==> src/hdl/tcd_pkg.sv <==
// Shared constants, types and helpers for the two-channel DMA and wait-state block
package tcd_pkg;

  // Register indices; byte address on APB is four times the index
  localparam logic [5:0] IDX_CH0_SRC_LOW = 6'h20;
  localparam logic [5:0] IDX_CH0_SRC_HIGH = 6'h21;
  localparam logic [5:0] IDX_CH0_SRC_BANK = 6'h22;
  localparam logic [5:0] IDX_CH0_DEST_LOW = 6'h23;
  localparam logic [5:0] IDX_CH0_DEST_HIGH = 6'h24;
  localparam logic [5:0] IDX_CH0_DEST_BANK = 6'h25;
  localparam logic [5:0] IDX_CH0_COUNT_LOW = 6'h26;
  localparam logic [5:0] IDX_CH0_COUNT_HIGH = 6'h27;
  localparam logic [5:0] IDX_CH1_MEM_LOW = 6'h28;
  localparam logic [5:0] IDX_CH1_MEM_HIGH = 6'h29;
  localparam logic [5:0] IDX_CH1_MEM_BANK = 6'h2a;
  localparam logic [5:0] IDX_CH1_IO_LOW = 6'h2b;
  localparam logic [5:0] IDX_CH1_IO_HIGH = 6'h2c;
  localparam logic [5:0] IDX_CH1_COUNT_LOW = 6'h2e;
  localparam logic [5:0] IDX_CH1_COUNT_HIGH = 6'h2f;
  localparam logic [5:0] IDX_STATUS_ENABLE = 6'h30;
  localparam logic [5:0] IDX_CH0_MODE = 6'h31;
  localparam logic [5:0] IDX_WAIT_REQ_CTRL = 6'h32;
  localparam logic [5:0] IDX_IRQ_STATUS = 6'h38;
  localparam logic [5:0] IDX_IRQ_CLEAR = 6'h39;
  localparam logic [5:0] IDX_IRQ_ENABLE = 6'h3a;

  // Status/enable register fields
  localparam int ST_CH1_ENABLE = 7;
  localparam int ST_CH0_ENABLE = 6;
  localparam int ST_CH1_GATE = 5;
  localparam int ST_CH0_GATE = 4;
  localparam int ST_CH1_IRQ_EN = 3;
  localparam int ST_CH0_IRQ_EN = 2;
  localparam int ST_MASTER = 0;
  localparam logic [7:0] STATUS_RESET = 8'h32;

  // Channel 0 mode register fields
  localparam int MODE_DEST_LSB = 4;
  localparam int MODE_SRC_LSB = 2;
  localparam int MODE_STYLE_BIT = 1;
  localparam logic [7:0] CH0_MODE_RESET = 8'hc1;

  // Wait and request control fields
  localparam int CTL_MEM_WAIT_LSB = 6;
  localparam int CTL_IO_WAIT_LSB = 4;
  localparam int CTL_SENSE_LSB = 2;
  localparam int CTL_DIR_LSB = 0;
  localparam logic [7:0] WAIT_REQ_RESET = 8'hf0;

  // Channel 0 addressing modes
  localparam logic [1:0] AMODE_INC = 2'b00;
  localparam logic [1:0] AMODE_DEC = 2'b01;
  localparam logic [1:0] AMODE_FIXED = 2'b10;
  localparam logic [1:0] AMODE_IO = 2'b11;

  // Request sources picked by the bank low bits
  localparam logic [1:0] RSRC_EXT = 2'b00;
  localparam logic [1:0] RSRC_SER0 = 2'b01;
  localparam logic [1:0] RSRC_SER1 = 2'b10;

  localparam int MEM_ADDR_W = 19;

  typedef enum logic [1:0] {
    TCD_IDLE,
    TCD_READ,
    TCD_WRITE,
    TCD_YIELD
  } tcd_fsm_t;

  typedef struct packed {
    logic valid;
    logic is_io;
    logic write;
    logic [MEM_ADDR_W-1:0] addr;
    logic [7:0] wdata;
  } tcd_bus_t;

  typedef struct packed {
    logic [2:0] sync;
    logic level;
    logic latched;
  } tcd_sense_t;

  typedef struct packed {
    logic [MEM_ADDR_W-1:0] ch0_src;
    logic [MEM_ADDR_W-1:0] ch0_dest;
    logic [15:0] ch0_count;
    logic [MEM_ADDR_W-1:0] ch1_mem;
    logic [15:0] ch1_io;
    logic [15:0] ch1_count;
    logic [1:0] enable;
    logic [1:0] irq_en;
    logic master;
    logic [1:0] dest_mode;
    logic [1:0] src_mode;
    logic style;
    logic [1:0] mem_wait;
    logic [1:0] io_wait;
    logic [1:0] sense;
    logic [1:0] dir;
    logic [1:0] done;
    logic [31:0] prdata;
    logic pslverr;
    tcd_fsm_t fsm;
    logic chan;
    logic [2:0] wait_cnt;
    logic [1:0] consume;
    tcd_bus_t bus;
  } tcd_state_t;

  // Wait states for one bus cycle, memory or I/O
  function automatic logic [2:0] cycle_waits(input logic io, input logic [1:0] mw,
                                              input logic [1:0] iw);
    if (!io) begin
      return {1'b0, mw};
    end else if (iw == 2'b00) begin
      return 3'd0;
    end else begin
      return {1'b0, iw} + 3'd1;
    end
  endfunction

endpackage

==> src/hdl/tcd_dma_ctrl.sv <==
// Two-channel DMA controller with wait-state control behind an APB slave
// What this block does
// - Channel 0 byte count is 16 bits, low byte 0x26, high byte 0x27.
// - Channel 1 memory address in bytes 0x28-0x2a; bank keeps bits 0-2.
// - Channel 1 I/O address is 16 bits at 0x2b low, 0x2c high.
// - Channel 1 byte count is 16 bits at 0x2e low, 0x2f high.
// - Per-channel enable resets 0; write-only gate bit controls its alteration.
// - Per-channel interrupt enable, resets 0, permits that channel's interrupt.
// - Channel 0 destination and source mode fields, two bits, reset 00.
// - Memory cycles get 0-3 wait states from their field; resets 11.
// - I/O cycles get 0, 2, 3 or 4 wait states; field resets 11.
// - Sense bit 1 picks edge, 0 level detection per request; resets 0.
// - Channel 1 direction: mem-to-I/O or I/O-to-mem, memory inc/dec, I/O fixed.
// - Source bank bits 0-2; bank 0/1 low bits pick external or serial receive.
// - Dest bank bits 0-2; bank 0/1 low bits pick external or serial transmit.
`timescale 1ns/1ns
`default_nettype none

module tcd_dma_ctrl #(
  parameter int ADDR_W = 8
) (
  input wire logic pclk,
  input wire logic presetn,
  input wire logic psel,
  input wire logic penable,
  input wire logic pwrite,
  input wire logic [ADDR_W-1:0] paddr,
  input wire logic [31:0] pwdata,
  output logic [31:0] prdata,
  output logic pready,
  output logic pslverr,
  input wire logic [1:0] transfer_request_input,
  input wire logic [1:0] serial_rx_ready,
  input wire logic [1:0] serial_tx_ready,
  input wire logic master_halt,
  output tcd_pkg::tcd_bus_t bus,
  input wire logic [7:0] bus_rdata,
  output logic irq
);

  if (ADDR_W < 8) begin : g_bad_addr
    $error("tcd_dma_ctrl: ADDR_W must be at least 8");
  end

  tcd_pkg::tcd_state_t r_reg;
  tcd_pkg::tcd_state_t r_next;
  logic [1:0] req_pending;

  for (genvar i = 0; i < 2; i++) begin : g_sense
    tcd_req_sense u_sense (
      .pclk(pclk),
      .presetn(presetn),
      .req_pin(transfer_request_input[i]),
      .edge_mode(r_reg.sense[i]),
      .consume(r_reg.consume[i]),
      .pending(req_pending[i])
    );
  end

  // Memory address step: only increment and decrement modes move it
  function automatic logic [tcd_pkg::MEM_ADDR_W-1:0] step_addr(
      input logic [tcd_pkg::MEM_ADDR_W-1:0] a, input logic [1:0] mode);
    case (mode)
      tcd_pkg::AMODE_INC: return a + 19'h1;
      tcd_pkg::AMODE_DEC: return a - 19'h1;
      default: return a;
    endcase
  endfunction

  function automatic logic [tcd_pkg::MEM_ADDR_W-1:0] set_byte(
      input logic [tcd_pkg::MEM_ADDR_W-1:0] a, input logic [1:0] lane, input logic [7:0] d);
    logic [tcd_pkg::MEM_ADDR_W-1:0] t;
    t = a;
    case (lane)
      2'd0: t[7:0] = d;
      2'd1: t[15:8] = d;
      default: t[18:16] = d[2:0];
    endcase
    return t;
  endfunction

  // Register read view; hit is low for unmapped indices
  function automatic logic [8:0] read_byte(input tcd_pkg::tcd_state_t s, input logic [5:0] idx);
    logic [7:0] d;
    logic hit;
    d = 8'h00;
    hit = 1'b1;
    case (idx)
      tcd_pkg::IDX_CH0_SRC_LOW: d = s.ch0_src[7:0];
      tcd_pkg::IDX_CH0_SRC_HIGH: d = s.ch0_src[15:8];
      tcd_pkg::IDX_CH0_SRC_BANK: d = {5'h00, s.ch0_src[18:16]};
      tcd_pkg::IDX_CH0_DEST_LOW: d = s.ch0_dest[7:0];
      tcd_pkg::IDX_CH0_DEST_HIGH: d = s.ch0_dest[15:8];
      tcd_pkg::IDX_CH0_DEST_BANK: d = {5'h00, s.ch0_dest[18:16]};
      tcd_pkg::IDX_CH0_COUNT_LOW: d = s.ch0_count[7:0];
      tcd_pkg::IDX_CH0_COUNT_HIGH: d = s.ch0_count[15:8];
      tcd_pkg::IDX_CH1_MEM_LOW: d = s.ch1_mem[7:0];
      tcd_pkg::IDX_CH1_MEM_HIGH: d = s.ch1_mem[15:8];
      tcd_pkg::IDX_CH1_MEM_BANK: d = {5'h00, s.ch1_mem[18:16]};
      tcd_pkg::IDX_CH1_IO_LOW: d = s.ch1_io[7:0];
      tcd_pkg::IDX_CH1_IO_HIGH: d = s.ch1_io[15:8];
      tcd_pkg::IDX_CH1_COUNT_LOW: d = s.ch1_count[7:0];
      tcd_pkg::IDX_CH1_COUNT_HIGH: d = s.ch1_count[15:8];
      tcd_pkg::IDX_STATUS_ENABLE: begin
        // Gate bits are write-only and read back as ones
        d = tcd_pkg::STATUS_RESET;
        d[tcd_pkg::ST_CH1_ENABLE] = s.enable[1];
        d[tcd_pkg::ST_CH0_ENABLE] = s.enable[0];
        d[tcd_pkg::ST_CH1_IRQ_EN] = s.irq_en[1];
        d[tcd_pkg::ST_CH0_IRQ_EN] = s.irq_en[0];
        d[tcd_pkg::ST_MASTER] = s.master;
      end
      tcd_pkg::IDX_CH0_MODE: begin
        d = tcd_pkg::CH0_MODE_RESET;
        d[tcd_pkg::MODE_DEST_LSB +: 2] = s.dest_mode;
        d[tcd_pkg::MODE_SRC_LSB +: 2] = s.src_mode;
        d[tcd_pkg::MODE_STYLE_BIT] = s.style;
      end
      tcd_pkg::IDX_WAIT_REQ_CTRL: begin
        d[tcd_pkg::CTL_MEM_WAIT_LSB +: 2] = s.mem_wait;
        d[tcd_pkg::CTL_IO_WAIT_LSB +: 2] = s.io_wait;
        d[tcd_pkg::CTL_SENSE_LSB +: 2] = s.sense;
        d[tcd_pkg::CTL_DIR_LSB +: 2] = s.dir;
      end
      tcd_pkg::IDX_IRQ_STATUS: d = {6'h00, s.done};
      tcd_pkg::IDX_IRQ_CLEAR: d = 8'h00;
      tcd_pkg::IDX_IRQ_ENABLE: d = {6'h00, s.irq_en};
      default: hit = 1'b0;
    endcase
    return {hit, d};
  endfunction

  always_comb begin
    logic [5:0] idx;
    logic [8:0] rd;
    logic addr_ok;
    logic do_write;
    logic [7:0] w;
    logic io_src0;
    logic io_dst0;
    logic paced0;
    logic [2:0] bank0;
    logic req0;
    logic go0;
    logic go1;
    logic pick;
    logic src_io;
    logic dst_io;
    logic [tcd_pkg::MEM_ADDR_W-1:0] src_addr;
    logic [tcd_pkg::MEM_ADDR_W-1:0] dst_addr;
    logic [15:0] cnt_left;
    logic [1:0] done_set;
    logic [1:0] done_clr;
    r_next = r_reg;
    idx = paddr[7:2];
    // Address bits above the register window must be clear, so nothing aliases
    addr_ok = (paddr[1:0] == 2'b00) && ((paddr >> 8) == '0);
    rd = read_byte(r_reg, idx);
    do_write = psel && penable && pwrite;
    w = pwdata[7:0];
    r_next.consume = 2'b00;
    done_set = 2'b00;
    done_clr = 2'b00;
    cnt_left = 16'h0000;
    src_io = 1'b0;
    dst_io = 1'b0;
    src_addr = '0;
    dst_addr = '0;

    // Read data and error are latched in the setup phase
    if (psel && !penable) begin
      r_next.prdata = (addr_ok && rd[8]) ? {24'h000000, rd[7:0]} : 32'h00000000;
      r_next.pslverr = !(addr_ok && rd[8]);
    end

    // Channel 0 pacing: an I/O end is paced by the source its bank selects
    io_src0 = r_reg.src_mode == tcd_pkg::AMODE_IO;
    io_dst0 = r_reg.dest_mode == tcd_pkg::AMODE_IO;
    paced0 = io_src0 || io_dst0;
    bank0 = io_src0 ? r_reg.ch0_src[18:16] : r_reg.ch0_dest[18:16];
    // A paced end whose bank has bit 2 set has no request source at all
    req0 = 1'b0;
    if (!paced0) begin
      req0 = 1'b1;
    end else if (!bank0[2]) begin
      case (bank0[1:0])
        tcd_pkg::RSRC_EXT: req0 = req_pending[0];
        tcd_pkg::RSRC_SER0: req0 = io_src0 ? serial_rx_ready[0] : serial_tx_ready[0];
        tcd_pkg::RSRC_SER1: req0 = io_src0 ? serial_rx_ready[1] : serial_tx_ready[1];
        default: req0 = 1'b0;
      endcase
    end
    go0 = r_reg.master && r_reg.enable[0] && req0;
    go1 = r_reg.master && r_reg.enable[1] && req_pending[1];
    // Channel 0 wins a tie; channel 1 waits for the next idle slot
    pick = (r_reg.fsm == tcd_pkg::TCD_IDLE) ? !go0 : r_reg.chan;

    if (!pick) begin
      src_io = io_src0;
      dst_io = io_dst0;
      src_addr = r_reg.ch0_src;
      dst_addr = r_reg.ch0_dest;
    end else begin
      // Memory-to-I/O when the direction's high bit is clear
      src_io = r_reg.dir[1];
      dst_io = !r_reg.dir[1];
      src_addr = r_reg.dir[1] ? {3'b000, r_reg.ch1_io} : r_reg.ch1_mem;
      dst_addr = r_reg.dir[1] ? r_reg.ch1_mem : {3'b000, r_reg.ch1_io};
    end

    case (r_reg.fsm)
      tcd_pkg::TCD_IDLE: begin
        if (go0 || go1) begin
          r_next.chan = pick;
          r_next.fsm = tcd_pkg::TCD_READ;
          r_next.bus = '{valid: 1'b1, is_io: src_io, write: 1'b0, addr: src_addr,
                         wdata: 8'h00};
          r_next.wait_cnt = tcd_pkg::cycle_waits(src_io, r_reg.mem_wait, r_reg.io_wait);
        end
      end
      tcd_pkg::TCD_READ: begin
        if (r_reg.wait_cnt != 3'd0) begin
          r_next.wait_cnt = r_reg.wait_cnt - 3'd1;
        end else begin
          r_next.fsm = tcd_pkg::TCD_WRITE;
          r_next.bus = '{valid: 1'b1, is_io: dst_io, write: 1'b1, addr: dst_addr,
                         wdata: bus_rdata};
          r_next.wait_cnt = tcd_pkg::cycle_waits(dst_io, r_reg.mem_wait, r_reg.io_wait);
        end
      end
      tcd_pkg::TCD_WRITE: begin
        if (r_reg.wait_cnt != 3'd0) begin
          r_next.wait_cnt = r_reg.wait_cnt - 3'd1;
        end else begin
          r_next.bus = '0;
          if (!r_reg.chan) begin
            r_next.ch0_src = step_addr(r_reg.ch0_src, r_reg.src_mode);
            r_next.ch0_dest = step_addr(r_reg.ch0_dest, r_reg.dest_mode);
            cnt_left = r_reg.ch0_count - 16'h0001;
            r_next.ch0_count = cnt_left;
            r_next.consume[0] = paced0 && !bank0[2] && (bank0[1:0] == tcd_pkg::RSRC_EXT);
            // Unpaced cycle steal adds a YIELD cycle before idle; burst and paced transfers go straight to idle
            r_next.fsm = (!paced0 && !r_reg.style) ? tcd_pkg::TCD_YIELD : tcd_pkg::TCD_IDLE;
          end else begin
            r_next.ch1_mem = step_addr(r_reg.ch1_mem, {1'b0, r_reg.dir[0]});
            cnt_left = r_reg.ch1_count - 16'h0001;
            r_next.ch1_count = cnt_left;
            r_next.consume[1] = 1'b1;
            r_next.fsm = tcd_pkg::TCD_IDLE;
          end
          // A start count of zero wraps and runs the full 65536 bytes
          if (cnt_left == 16'h0000) begin
            r_next.enable[r_reg.chan] = 1'b0;
            done_set[r_reg.chan] = 1'b1;
            r_next.fsm = tcd_pkg::TCD_IDLE;
          end
        end
      end
      tcd_pkg::TCD_YIELD: r_next.fsm = tcd_pkg::TCD_IDLE;
      default: r_next.fsm = tcd_pkg::TCD_IDLE;
    endcase

    // Software writes land after the engine update and win over it, except that a done clear loses to a completion
    if (do_write && addr_ok) begin
      case (idx)
        tcd_pkg::IDX_CH0_SRC_LOW: r_next.ch0_src = set_byte(r_next.ch0_src, 2'd0, w);
        tcd_pkg::IDX_CH0_SRC_HIGH: r_next.ch0_src = set_byte(r_next.ch0_src, 2'd1, w);
        tcd_pkg::IDX_CH0_SRC_BANK: r_next.ch0_src = set_byte(r_next.ch0_src, 2'd2, w);
        tcd_pkg::IDX_CH0_DEST_LOW: r_next.ch0_dest = set_byte(r_next.ch0_dest, 2'd0, w);
        tcd_pkg::IDX_CH0_DEST_HIGH: r_next.ch0_dest = set_byte(r_next.ch0_dest, 2'd1, w);
        tcd_pkg::IDX_CH0_DEST_BANK: r_next.ch0_dest = set_byte(r_next.ch0_dest, 2'd2, w);
        tcd_pkg::IDX_CH0_COUNT_LOW: r_next.ch0_count[7:0] = w;
        tcd_pkg::IDX_CH0_COUNT_HIGH: r_next.ch0_count[15:8] = w;
        tcd_pkg::IDX_CH1_MEM_LOW: r_next.ch1_mem = set_byte(r_next.ch1_mem, 2'd0, w);
        tcd_pkg::IDX_CH1_MEM_HIGH: r_next.ch1_mem = set_byte(r_next.ch1_mem, 2'd1, w);
        tcd_pkg::IDX_CH1_MEM_BANK: r_next.ch1_mem = set_byte(r_next.ch1_mem, 2'd2, w);
        tcd_pkg::IDX_CH1_IO_LOW: r_next.ch1_io[7:0] = w;
        tcd_pkg::IDX_CH1_IO_HIGH: r_next.ch1_io[15:8] = w;
        tcd_pkg::IDX_CH1_COUNT_LOW: r_next.ch1_count[7:0] = w;
        tcd_pkg::IDX_CH1_COUNT_HIGH: r_next.ch1_count[15:8] = w;
        tcd_pkg::IDX_STATUS_ENABLE: begin
          // A gate bit written as 0 lets its enable bit change in the same write
          if (!w[tcd_pkg::ST_CH1_GATE]) begin
            r_next.enable[1] = w[tcd_pkg::ST_CH1_ENABLE];
          end
          if (!w[tcd_pkg::ST_CH0_GATE]) begin
            r_next.enable[0] = w[tcd_pkg::ST_CH0_ENABLE];
          end
          if ((!w[tcd_pkg::ST_CH1_GATE] && w[tcd_pkg::ST_CH1_ENABLE]) ||
              (!w[tcd_pkg::ST_CH0_GATE] && w[tcd_pkg::ST_CH0_ENABLE])) begin
            r_next.master = 1'b1;
          end
          r_next.irq_en = {w[tcd_pkg::ST_CH1_IRQ_EN], w[tcd_pkg::ST_CH0_IRQ_EN]};
        end
        tcd_pkg::IDX_CH0_MODE: begin
          r_next.dest_mode = w[tcd_pkg::MODE_DEST_LSB +: 2];
          r_next.src_mode = w[tcd_pkg::MODE_SRC_LSB +: 2];
          r_next.style = w[tcd_pkg::MODE_STYLE_BIT];
        end
        tcd_pkg::IDX_WAIT_REQ_CTRL: begin
          r_next.mem_wait = w[tcd_pkg::CTL_MEM_WAIT_LSB +: 2];
          r_next.io_wait = w[tcd_pkg::CTL_IO_WAIT_LSB +: 2];
          r_next.sense = w[tcd_pkg::CTL_SENSE_LSB +: 2];
          r_next.dir = w[tcd_pkg::CTL_DIR_LSB +: 2];
        end
        tcd_pkg::IDX_IRQ_CLEAR: done_clr = w[1:0];
        tcd_pkg::IDX_IRQ_ENABLE: r_next.irq_en = w[1:0];
        default: r_next.done = r_next.done;
      endcase
    end

    // Halt stops new transfers, and a started transfer still completes; channels restart only when software re-enables
    if (master_halt) begin
      r_next.master = 1'b0;
    end
    // A completion in the clear cycle survives the clear
    r_next.done = (r_reg.done & ~done_clr) | done_set;
  end

  always_ff @(posedge pclk or negedge presetn) begin
    if (!presetn) begin
      r_reg <= '0;
      r_reg.mem_wait <= tcd_pkg::WAIT_REQ_RESET[tcd_pkg::CTL_MEM_WAIT_LSB +: 2];
      r_reg.io_wait <= tcd_pkg::WAIT_REQ_RESET[tcd_pkg::CTL_IO_WAIT_LSB +: 2];
    end else begin
      r_reg <= r_next;
    end
  end

  assign prdata = r_reg.prdata;
  assign pslverr = r_reg.pslverr;
  // Read data is staged in the setup phase, so every access ends in one cycle
  assign pready = 1'b1;
  assign bus = r_reg.bus;
  // Level output: stays high until software clears the done bit or masks it
  assign irq = |(r_reg.done & r_reg.irq_en);

endmodule

`default_nettype wire

==> src/hdl/tcd_req_sense.sv <==
// Request pin synchroniser with selectable level or edge detection
`timescale 1ns/1ns
`default_nettype none

module tcd_req_sense (
  input wire logic pclk,
  input wire logic presetn,
  input wire logic req_pin,
  input wire logic edge_mode,
  input wire logic consume,
  output logic pending
);

  tcd_pkg::tcd_sense_t s_reg;
  tcd_pkg::tcd_sense_t s_next;

  always_comb begin
    s_next = s_reg;
    s_next.sync = {s_reg.sync[1:0], req_pin};
    if (s_reg.sync[1] == s_reg.sync[2]) begin
      s_next.level = s_reg.sync[2];
    end
    if (consume) begin
      s_next.latched = 1'b0;
    end
    // A new edge in the consume cycle is kept
    if (s_next.level && !s_reg.level) begin
      s_next.latched = 1'b1;
    end
  end

  always_ff @(posedge pclk or negedge presetn) begin
    if (!presetn) begin
      s_reg <= '0;
    end else begin
      s_reg <= s_next;
    end
  end

  assign pending = edge_mode ? s_reg.latched : s_reg.level;

endmodule

`default_nettype wire

==> config.mk <==
export PLATFORM = sky130hd
export DESIGN_NAME = tcd_dma_ctrl
export DESIGN_NICKNAME = d
export VERILOG_FILES = /design/src/hdl/tcd_pkg.sv /design/src/hdl/tcd_dma_ctrl.sv /design/src/hdl/tcd_req_sense.sv
export SDC_FILE = /design/constraint.sdc
export NUM_CORES = 1
export LEC_CHECK = 0
export ABC_AREA = 1
export BUFFER_PORTS_ARGS = -buffer_cell sky130_fd_sc_hd__buf_2
export CELL_PAD_IN_SITES_DETAIL_PLACEMENT = 1
export CELL_PAD_IN_SITES_GLOBAL_PLACEMENT = 2
export CORE_UTILIZATION = 37
export DETAILED_ROUTE_END_ITERATION = 12
export PLACE_DENSITY_LB_ADDON = 0.1
export SLEW_MARGIN = 15
export SYNTH_ARGS = -nofsm -noshare
export SYNTH_HDL_FRONTEND = slang
export SYNTH_SLANG_ARGS = --single-unit
==> constraint.sdc <==
create_clock -name pclk -period 6.4 [get_ports pclk]
set_input_delay 1.28 -clock pclk [delete_from_list [all_inputs] [get_ports pclk]]
set_output_delay 1.28 -clock pclk [all_outputs]
set_load 0.005 [all_outputs]
**Word level (Yosys, flattened, before mapping)**

Index checks and enable logic that the tools add are counted.

- $add $sub $neg: 10
- Eq/ne operators: 36
- Reduce and logical (&&, ||, !) cells: 58
- Multiplexer cells: 84
- Bitwise logic cells: 7
- Magnitude comparators: 2

Operator list:

| kind | number |
|---|---|
| 19-bit case mux with 3 select lines | 3 |
| 8-bit case mux with 20 select lines | 1 |
| 73-bit 2-to-1 mux | 2 |
| 6-bit == test, second input constant | 21 |
| 125-bit 2-to-1 mux | 1 |
| 19-bit case mux with 2 select lines | 3 |
| 19-bit 2-to-1 mux | 5 |
| 30-bit case mux with 3 select lines | 1 |
| 16-bit 2-to-1 mux | 4 |
| 8-bit 2-to-1 mux | 8 |
| 30-bit 2-to-1 mux | 2 |
| 19-bit by 1-bit adder with 19-bit output, second input constant | 3 |
| 19-bit by 1-bit subtractor with 19-bit output, second input constant | 3 |
| 54-bit 2-to-1 mux | 1 |
| 18-bit 2-to-1 mux | 2 |
| 32-bit 2-to-1 mux | 1 |
| 16-bit by 1-bit subtractor with 16-bit output, second input constant | 2 |
| 2-bit 2-to-1 mux | 13 |
| 1-bit 2-to-1 mux | 24 |
| 21-bit OR reduction | 1 |
| 3-bit 2-to-1 mux | 6 |
| 1-bit logical AND | 17 |
| 16-bit logical NOT | 1 |
| 2-bit logical NOT | 6 |
| 28 further kinds | 66 |

- Output and inout port bits: 65
- Bits of input ports: 60
- Flip-flop bits (word level): 206
- Logic and storage cells: 232

**Depth between registers and ports, before layout**

- Depth in word-level cells: 13
- Mapped depth: 21
- Depth with buffers taken out: 20

**Modules after synthesis**

From an unflattened synthesis, not the netlist that was laid out.

- Cells, all modules: 1966
- Area, all modules: 13910.8 um2

By module, submodules not included:

| module | seq. area each (um2) | cells each | instances | area an instance (um2) |
|---|---|---|---|---|
| tcd_dma_ctrl | 4309.1 | 1934 | 1 | 13563.0 |
| tcd_req_sense | 125.1 | 16 | 2 | 173.9 |

**Worst setup path after synthesis**

Ideal clock, no wire load.

- Path type: input -> register
- Start: in paddr[7]
- End: reg r_reg[163] in the netlist's numbering
- Library setup time: 0.132 ns
- Cell stages on the path: 10
- Required time: 6.268 ns
- Buffers on the path: 1
- Arrival time: 2.729 ns
- Path slack: 3.539 ns
- Path through: inv_1 nor2_1 nand3_1 nor2_1 inv_1 clkbuf_1 nor2_1 inv_1 o211ai_1 o21ai_0

RTL lines:

| item | RTL line | RTL |
|---|---|---|
| from (decl) | tcd_dma_ctrl.sv:27 | `input wire logic [ADDR_W-1:0] paddr,` |
| to (signal assigned) | tcd_dma_ctrl.sv:326 | `r_reg <= r_next;` |
| to (decl) | tcd_dma_ctrl.sv:45 | `tcd_pkg::tcd_state_t r_reg;` |

==> key figures <==
Synth
  • Synth top cells by count: nand2_1, inv_1, dfrtp_1
  • Synth cell types: 53
  • Count leader, synth: nand2_1
  • Avg Cell Area, Syn: 6.98 um2
  • Mapped cell area: 13600 um2
  • EDFF count, synth: 0
  • Mapped Cells: 1945
  • Synth Register Bits: 182
  • Ys Warns: 0
  • Synth top area share: 32.8%
  • Top cells by area, synth: dfrtp_1, nand2_1, inv_1
  • Top_reg_cell synth: dfrtp_1
  • Seq/Total Area, Yosys: 33.6%
  • Asr flop ratio synth: 100%
  • Post-synth top area cell: dfrtp_1

CTS
  • CTS clock-pin slew for the worst setup and hold paths: 0.07 ns
  • Max Buffers Root-to-Sink: 2
  • Total number of H-tree levels: 4
  • CTS sink cnt: 182
  • CTS Hold Buffers Added: 0
  • Worst-Skew Late Latency: 0.46 ns
  • CTS tree: done
  • Resized Gates After CTS: 0
  • Number of post-CTS setup repair buffers: 0
  • CTS Buf Count: 17
  • Root buf cell: clkbuf_16

Final layout
  • P&R area growth vs syn: 7.49%
  • Max FFs per register: 133
  • # diodes: 0
  • Final net count: 2046
  • Share of layout cells above drive strength 1: 7.98%
  • Final instance area: 14600 um2

Die
  • Die X: 194 um
  • Total I/O pin count: 125
  • Std-Cell Rows: 69
  • Die area: 37500 um2
  • Chip height: 194 um
  • Core Box Area: 35800 um2
  • Initial Util: 37.9%

Routing
  • Iter 0 DRT Violations: 1108
  • DRC Markers: 0
  • DRT Wirelength: 56.3 mm
  • Total number of vias: 13.9k
  • TritonRoute pass-1 iters: 7
  • Vias per cell: 5.71
  • Routed Antenna Nets: 0
  • Wire per inst: 23.2 um

Timing
  • Slew of the pin with the lowest slew margin: 1.07 ns
  • Min cycle time layout: 3.70 ns
  • FMAX: 270 MHz
  • TNS Setup: 0 ns
  • Final Max Slew Viols: 0
  • Slew headroom: 26.9%
  • Fin crit share: 57.8%
  • Setup Viol. Count Final: 0
  • RSZ-0062 raised after global routing: false
  • Final hold violations: 0
  • Final Skew: 0.0146 ns
  • Setup WS post-layout: 2.70 ns
  • Hold slack: 0.352 ns

Hold path
  • HP Class: register to register
  • Hold Path End: g_sense[0].u_sense.s_next[4]
  • Worst Hold Depth: 0
  • Hold_sp: g_sense[0].u_sense.s_next[3]

Critical path
  • CP Data Required Time: 6.71 ns
  • R2r worst-path depth: 12
  • Worst setup SP type: register
  • WP data arrival: 4.01 ns
  • R2R Path End: r_reg[178]
  • Crit path max fanout: 22
  • Crit Path Category: register to register
  • Reg-to-Reg Start: r_reg[32]
  • Reg-to-reg slack, setup: 2.70 ns
  • CP Capture Type: register

Placed design
  • Place WS: 2.49 ns
  • DP HPWL: 43.5 mm
  • Final GP Congestion: 0.989
  • DP Area: 14000 um2
  • Count of input and output buffers: 75

GRT
  • GRT Util Overall: 30.2%
  • Total grt overflow: 0
  • Initial antenna violation count: 0
  • Vias in the first global route: 13.6k
  • First-pass GRT wire length: 85.5 mm
  • Largest net degree at the start of global routing: 96

Power and ir drop
  • Max rail drop VDD: 0.000196 V
  • Lkg Pwr: 0.00639 uW
  • PD cells: 176 nW/um2
  • Total chip power: 2560 uW

Outcome
  • Status: finished clean

Job
  • Max-capacitance violation count: 0
## stage by stage
step | util (%) | std cells
floorplan | - | 1968
global placement | 39.1 | 2396
detailed placement | 39.1 | 2396
CTS | 40.7 | 2428
global route | 40.7 | 2428
finish | 40.7 | 2428
## final cells by class
type | instances | area (um2)
clock buffer | 18 | 439
clock inverter | 14 | 153
fill | 4566 | 21200
inverter | 241 | 905
multi-input combinational | 1422 | 7470
sequential | 182 | 4560
tap | 461 | 577
timing repair buffer | 90 | 497
## cells by family (layout without fill, tap and decap cells)
kind of cell               Yosys count  in the layout  share of synthesized area [%]
and+or+nand+nor                    801            801                           24.4
AOI/OAI and AO/OA                  500            500                           22.6
buffers and inverters              364            363                           12.2
DFF                                182            182                           33.6
xor gates and xnor gates            63             63                           4.06
adders and majority gates           33             33                           3.08
other                                2             25                         0.0553
## metal layers
metal  vias up  GRT usage, %  wire, um  part of all wire (%)
li1       6517             -         -                     -
met1      6874          43.2     26700                    47
met2       396          47.9     25600                    45
met3        68          3.36      2640                   4.7
met4         0          8.92      1410                   2.5
met5         -             0         0                     0
## power by group
| group | internal, uW | switching, uW |
|---|---|---|
| clock network | 587 | 515 |
| registers | 1180 | 41.3 |
| logic | 68.5 | 172 |
## how the worst max path moves through the flow
stage            endpoint  startpoint  slack (ns)  depth (start not counted)
3_5_place_dp    prdata[6]    paddr[7]        2.49                         13
4_1_cts        r_reg[178]   r_reg[32]        2.66                         12
2_1_floorplan  r_reg[163]    paddr[7]        3.54                         10
6_report       r_reg[178]   r_reg[32]        2.70                         12
3_3_place_gp    prdata[6]    paddr[7]        2.56                         13
5_1_grt        r_reg[195]   r_reg[32]        2.36                         13
## cells in the final DEF, fill, tap and decap left out, drive strengths merged, types with 13 or more instances in the layout
master,netlist,routed
conb,2,25
o21ai,188,188
clkbuf,37,19
nand4,23,23
o22ai,44,44
buf,86,89
nand3,94,94
ha,31,31
nor4,13,13
nand2,459,459
o211ai,96,96
o21a,15,15
nor2,180,180
a41oi,15,15
a21oi,82,82
dfrtp,178,178
a221oi,14,14
xor2,51,51
nor3,17,17
inv,237,238
## critical path, stage by stage, from the launching register on
cell	delay, ns
dfrtp_1	0.40
inv_1	0.11
ha_1	0.15
inv_1	0.04
nor2_1	0.31
inv_1	0.25
nor3_1	0.25
clkinv_1	0.56
nor2_2	0.64
buf_4	0.37
inv_1	0.17
o21ai_0	0.19
o22ai_1	0.09
Note: power is estimated with default switching activity, not from simulation.
